==> src/return_stack_defines.svh <==
`ifndef RETURN_STACK_DEFINES_SVH
`define RETURN_STACK_DEFINES_SVH

// ----------------------------------------
// Geometry
// ----------------------------------------
`define RAS_DEPTH 31
`define RAS_PC_W 21
`define RAS_SP_W 5
`define RAS_UPPER_W 5
`define RAS_SP_EMPTY 5'h00
`define RAS_SP_LAST 5'h1F
`define RAS_SP_NEAR_FULL 5'h1E

// ----------------------------------------
// Pointer byte layout, reset PC and zero byte
// ----------------------------------------
`define RAS_FULL_BIT 7
`define RAS_UNF_BIT 6
`define RAS_PC_RESET 21'h000000
`define RAS_BYTE_ZERO 8'h00
`endif

==> src/return_stack_pkg.sv <==
`include "return_stack_defines.svh"
package return_stack_pkg;
    typedef logic [`RAS_PC_W-1:0] pc_t;
    typedef logic [`RAS_SP_W-1:0] sp_t;
    typedef logic [7:0] byte_t;

    typedef enum logic [1:0] {
        ACT_NONE,
        ACT_SW,
        ACT_PUSH,
        ACT_POP
    } action_e;

    typedef struct packed {
        logic [`RAS_DEPTH:1][`RAS_PC_W-1:0] mem;
        sp_t sp;
        logic full;
        logic unf;
        pc_t pop_pc;
        logic pop_valid;
        logic reset_req;
    } state_s;
endpackage : return_stack_pkg

==> src/return_address_stack.sv <==
`timescale 1ns/10ps
`include "return_stack_defines.svh"
module return_address_stack (
    input wire logic clk,
    input wire logic resetn,
    input wire logic por_resetn,
    input wire logic push,
    input wire return_stack_pkg::pc_t push_pc,
    input wire logic pop,
    input wire logic overflow_reset_enable,
    input wire logic sp_wr,
    input wire return_stack_pkg::byte_t sp_wdata,
    input wire logic upper_wr,
    input wire logic high_wr,
    input wire logic low_wr,
    input wire return_stack_pkg::byte_t tos_wdata,
    output return_stack_pkg::byte_t stack_pointer_reg,
    output return_stack_pkg::byte_t top_entry_upper,
    output return_stack_pkg::byte_t top_entry_high,
    output return_stack_pkg::byte_t top_entry_low,
    output logic stack_full_flag,
    output logic stack_underflow_flag,
    output return_stack_pkg::pc_t pop_pc,
    output logic pop_valid,
    output logic stack_reset_req
);
    import return_stack_pkg::*;

    // ----------------------------------------
    // State
    // ----------------------------------------
    state_s cur;
    state_s next_cur;
    action_e action;
    sp_t sp;
    pc_t top;
    logic sw_any;
    logic pop_taken;

    assign sp = cur.sp;
    assign pop_taken = (action == ACT_POP);
    assign sw_any = sp_wr | upper_wr | high_wr | low_wr;

    // Slot zero has no storage behind it
    assign top = (cur.sp == `RAS_SP_EMPTY) ? `RAS_PC_RESET : cur.mem[cur.sp];

    // Push beats pop if the sequencer ever asserts both
    // Nothing is taken while either reset is held
    always_comb
    begin
        if (!resetn || !por_resetn)
            action = ACT_NONE;
        else if (sw_any)
            action = ACT_SW;
        else if (push)
            action = ACT_PUSH;
        else if (pop)
            action = ACT_POP;
        else
            action = ACT_NONE;
    end

    // ----------------------------------------
    // Next state
    // ----------------------------------------
    always_comb
    begin
        next_cur = cur;
        next_cur.pop_valid = 1'b0;
        next_cur.reset_req = 1'b0;
        unique case (action)
            ACT_SW:
            begin
                if (cur.sp != `RAS_SP_EMPTY)
                begin
                    if (upper_wr)
                        next_cur.mem[cur.sp][20:16] = tos_wdata[`RAS_UPPER_W-1:0];
                    if (high_wr)
                        next_cur.mem[cur.sp][15:8] = tos_wdata;
                    if (low_wr)
                        next_cur.mem[cur.sp][7:0] = tos_wdata;
                end
                if (sp_wr)
                begin
                    next_cur.sp = sp_wdata[`RAS_SP_W-1:0];
                    next_cur.full = sp_wdata[`RAS_FULL_BIT];
                    next_cur.unf = sp_wdata[`RAS_UNF_BIT];
                end
            end
            ACT_PUSH:
            begin
                if (cur.sp != `RAS_SP_LAST)
                begin
                    next_cur.sp = cur.sp + 5'h01;
                    next_cur.mem[cur.sp + 5'h01] = push_pc;
                    if (cur.sp == `RAS_SP_NEAR_FULL)
                        next_cur.full = 1'b1;
                end
                else if (overflow_reset_enable)
                begin
                    next_cur.full = 1'b1;
                    next_cur.sp = `RAS_SP_EMPTY;
                    next_cur.reset_req = 1'b1;
                end
                else
                begin
                    next_cur.full = 1'b1;
                end
            end
            ACT_POP:
            begin
                // Only the PC sees the popped value, latches stay put
                next_cur.pop_valid = 1'b1;
                if (cur.sp != `RAS_SP_EMPTY)
                begin
                    next_cur.pop_pc = cur.mem[cur.sp];
                    next_cur.sp = cur.sp - 5'h01;
                end
                else
                begin
                    next_cur.pop_pc = `RAS_PC_RESET;
                    next_cur.unf = 1'b1;
                    next_cur.reset_req = overflow_reset_enable;
                end
            end
            ACT_NONE:
            begin
                next_cur.pop_valid = 1'b0;
            end
        endcase
        // Flags and entries survive a warm reset
        if (!por_resetn)
        begin
            next_cur = '0;
        end
        else if (!resetn)
        begin
            next_cur.sp = `RAS_SP_EMPTY;
            next_cur.pop_pc = `RAS_PC_RESET;
            next_cur.pop_valid = 1'b0;
            next_cur.reset_req = 1'b0;
        end
    end

    always_ff @(posedge clk)
    begin
        cur <= next_cur;
    end

    // ----------------------------------------
    // Outputs
    // ----------------------------------------
    assign stack_pointer_reg = {cur.full, cur.unf, 1'b0, cur.sp};
    assign top_entry_upper = {3'h0, top[20:16]};
    assign top_entry_high = top[15:8];
    assign top_entry_low = top[7:0];
    assign stack_full_flag = cur.full;
    assign stack_underflow_flag = cur.unf;
    assign pop_pc = cur.pop_pc;
    assign pop_valid = cur.pop_valid;
    assign stack_reset_req = cur.reset_req;
endmodule : return_address_stack

==> config.mk <==
export PLATFORM = sky130hd
export DESIGN_NAME = return_address_stack
export DESIGN_NICKNAME = d
export VERILOG_FILES = /design/src/return_stack_pkg.sv /design/src/return_address_stack.sv
export VERILOG_INCLUDE_DIRS = /design/src
export SDC_FILE = /design/constraint.sdc
export NUM_CORES = 2
export LEC_CHECK = 0
export BUFFER_PORTS_ARGS = -buffer_cell sky130_fd_sc_hd__buf_2
export CAP_MARGIN = 20
export CORE_MARGIN = 4
export CORE_UTILIZATION = 30
export CTS_BUF_LIST = sky130_fd_sc_hd__clkbuf_4 sky130_fd_sc_hd__clkbuf_8 sky130_fd_sc_hd__clkbuf_16
export CTS_CLUSTER_SIZE = 28
export DETAILED_ROUTE_END_ITERATION = 8
export PLACE_DENSITY = 0.48
export SLEW_MARGIN = 5
export SYNTH_ARGS = -nofsm -noshare
export SYNTH_HDL_FRONTEND = slang
export SYNTH_SLANG_ARGS = --single-unit
==> constraint.sdc <==
create_clock -name clk -period 8.02 [get_ports clk]
set_input_delay 0.802 -clock clk [delete_from_list [all_inputs] [get_ports clk]]
set_output_delay 0.802 -clock clk [all_outputs]
set_load 0.005 [all_outputs]
==> impl_metrics.csv <==
group,metric,value,unit
outcome,status,"completed",
cells_and_area,layout_commonest_cell,"dfxtp_1",
clock_network,numCtsBuffers,83,
power_and_ir_drop,comb_power_share,0.064,
placement,pre_cts_ws,2.91,ns
global_routing,grt_max_degree,164,
worst_hold_path,min-delay-path-class,"primary input to flip-flop",
floorplanning,dieArea,0.128,mm^2
floorplanning,die_w,358,um
power_and_ir_drop,total_power,8.04,mW
power_and_ir_drop,static-leakage-power,13.6,nW
synth,synth_top_family_by_area,"compound AO/OA/AOI/OAI gates",
synth,synth_area_leaders,"dfxtp_1 37%, mux2i_1 8.5%, nor2_1 6.2%, a221oi_1 4.7%, a21oi_1 4.5%",
synth,synth.cell_area,0.0368,mm^2
detailed_routing,ant_nets,0,
synth,synth-xor-area-share,0.000476,
setup_path,crit_path_start_kind,"flip-flop",
sta,clock-skew-final,0.0377,ns
synth,avgSynthCellArea,8.06,um^2
sta,worst_slew_margin_rel,0.156,
power_and_ir_drop,sw_frac_of_total,0.263,
setup_path,cp.required,7.22,ns
sta,setup_viol,0,
synth,synthCells,4567,
cells_and_area,fillCellCount,12800,
placement,io_buffer_count,98,
detailed_routing,viasPerCell,6.59,
floorplanning,num_rows,128,
clock_network,cts-root-to-sink-buffers,3,
synth,yosysTopAreaCellShare,0.370,
synth,yosysTopAreaCell,"dfxtp_1",
synth,ys.flop_type,"dfxtp_1",
synth,synth.distinct_cells,76,
detailed_routing,post_drt_wl_per_cell,33.9,um
setup_path,path_delay_family,"simple AND/OR/NAND/NOR gates",
power_and_ir_drop,power.density,194,mW/mm^2
synth,ys_seq_elements,681,
sta,final.setup.tns,0,ns
clock_network,cts.sinks,681,
global_routing,antenna_found_initial,23,
job,maxCapViolations,0,
clock_network,holdBufCountCts,0,
setup_path,path_max_fanout,75,
sta,slew_viol_final,0,
global_routing,globalRoute.totalOverflow,0,
sta,min_period,5.69,ns
sta,finalCritPeriodShare,0.710,
cells_and_area,final_layout_size_suffix_gt1_frac,0.106,
power_and_ir_drop,p_switching,2.12,mW
synth,synth-edff-count,0,
power_and_ir_drop,p_seq_frac,0.422,
setup_path,worstSetupPathType,"flip-flop to output port",
synth,synth_compound_area_frac,0.306,
power_and_ir_drop,vdd_drop_max,0.000160,V
synth,synth_simple_gate_area_frac,0.171,
sta,timing.final.ws_setup,2.33,ns
setup_path,critPathBufInv,2,
clock_network,clock_latency,0.70,ns
sta,hold_violations,0,
floorplanning,io_pins,104,
floorplanning,die_h,358,um
clock_network,clkTransAtPathRegs,0.06,ns
clock_network,cts_root_buf,"clkbuf_16",
sta,fmax,176,MHz
detailed_routing,firstDrtPassIters,6,
placement,dp.final_hpwl,132000,um
cells_and_area,syn_to_final_growth,12.7,%
floorplanning,core,0.122,mm^2
global_routing,grt_pass1_vias,36900,
detailed_routing,vias,40000,
setup_path,end_kind,"output port",
detailed_routing,routed_wl,206000,um
clock_network,cts_setup_buffers,0,
sta,rsz0062_at_grt,"false",
cells_and_area,layout_common_cells,"679 x dfxtp_1, 599 x nor2_1, 329 x a21oi_1, 312 x mux2i_1, 297 x o21ai_0",
setup_path,critPathMaxStageDelay,0.99,ns
clock_network,cts_tree,"built",
synth,seq_area_frac_synth,0.370,
cells_and_area,nets,4420,
power_and_ir_drop,clockPowerShare,0.514,
clock_network,cts_max_level,3,
setup_path,cp_slowest_cell,"nor4_1",
global_routing,grt_usage,0.307,
synth,synth-async-reset-ratio,0,
synth,synthAdderAreaFrac,0.00238,
floorplanning,floorplan.initialDensity,0.302,
placement,gp_congestion,0.956,
clock_network,cts_resized,0,
synth,synth_mux_area_frac,0.0916,
cells_and_area,fin_util,0.340,
synth,ys_warn_count,0,
sta,worstMarginPinSlew,1.25,ns
setup_path,cp_cell_sequence,"buf_12 > mux2i_1 > o22ai_1 > nor4_1 > nand3_1 > and2_1 > buf_2",
setup_path,r2r_slack,2.52,ns
power_and_ir_drop,internal_power,5.92,mW
setup_path,worstPathArrival,4.89,ns
detailed_routing,drc,0,
global_routing,grt_first_pass_wirelength,285000,um
detailed_routing,drtIter0Drc,5896,
## worst paths after layout
check | startpoint | depth (start not counted) | end
max reg2reg | sp[0]$_SDFFE_PN0P_ | 9 | cur[146]$_SDFFE_PN0P_
max | sp[1]$_SDFFE_PN0P_ | 7 | top_entry_high[5]
min reg2reg | cur[130]$_SDFFE_PN0P_ | 2 | cur[130]$_SDFFE_PN0P_
min | overflow_reset_enable | 2 | stack_reset_req$_SDFF_PN0_
## layout make-up
class	instances	area, um^2	area share
inverters	11	48.8	0.00118
diodes	12	30.0	0.000724
well taps	1625	2030	0.0490
multi-input cells	3360	21200	0.512
repair buffers	229	1550	0.0373
clock inverters	29	374	0.00902
flip-flops and latches	681	13600	0.329
clock buffers	123	2570	0.0619
## logic make-up (layout without fill, tap and decap cells)
kind of cell | Yosys count | count (layout)
compound gates | 1636 | 1636
xor+xnor | 2 | 2
fa+ha+maj | 7 | 7
buf+inv | 529 | 392
flops | 681 | 681
mux | 323 | 323
other cells | 1 | 16
simple gates | 1388 | 1388
## routing by layer
layer,vias up,routed length (um),track usage,share of wire
met1,19500,81100,0.405,0.39
met5,-,101,0,0.00049
met4,16,14200,0.185,0.069
li1,16900,-,-,-
met3,683,25800,0.0882,0.13
met2,2970,84400,0.441,0.41
## stage by stage
stage	instances	instance area, um^2	hold slack [ns]
2_1_floorplan	4570	36800	0.426
3_3_place_gp	5895	38400	0.444
3_5_place_dp	5902	38500	0.450
4_1_cts	6054	41400	0.347
5_1_grt	6058	41500	0.398
6_report	6070	41500	0.382
## synth_stat cells (all sizes together) (5+ instances only)
cell type  count
dfxtp        681
nor2         611
clkbuf       393
a21oi        331
o21ai        314
mux2i        312
nor3         238
nand2        234
o22ai        233
a221oi       197
buf          125
nand3         98
o221ai        91
o211a         82
and3          75
o22a          75
a211oi        69
a22oi         57
a32oi         42
nor4          32
and2          30
nor2b         24
o2bb2ai       21
a22o          20
o21a          15
o31ai         15
o211ai        12
mux4          11
a31oi         10
inv            9
o221a          9
o31a           9
ha             7
a2bb2oi        6
nor3b          6
a21o           5
a32o           5
nand2b         5
nand4b         5
o32a           5
or2            5
## registers in the layout, indices dropped and copies added, names as in the netlist
register / count
stack_reset_req: 1
pop_valid: 1
stack_full_flag: 1
cur: 651
stack_underflow_flag: 1
sp: 5
pop_pc: 21
## power groups by stage
stage	registers (mW)	logic [mW]	clock network, mW
finish	3.39	0.516	4.13
global route	3.39	0.511	4.29
CTS	3.39	0.487	4.15
detailed placement	3.47	0.487	0
global placement	3.47	0.487	0
floorplan	3.46	0.262	0
Note: power is estimated with default switching activity, not from simulation.
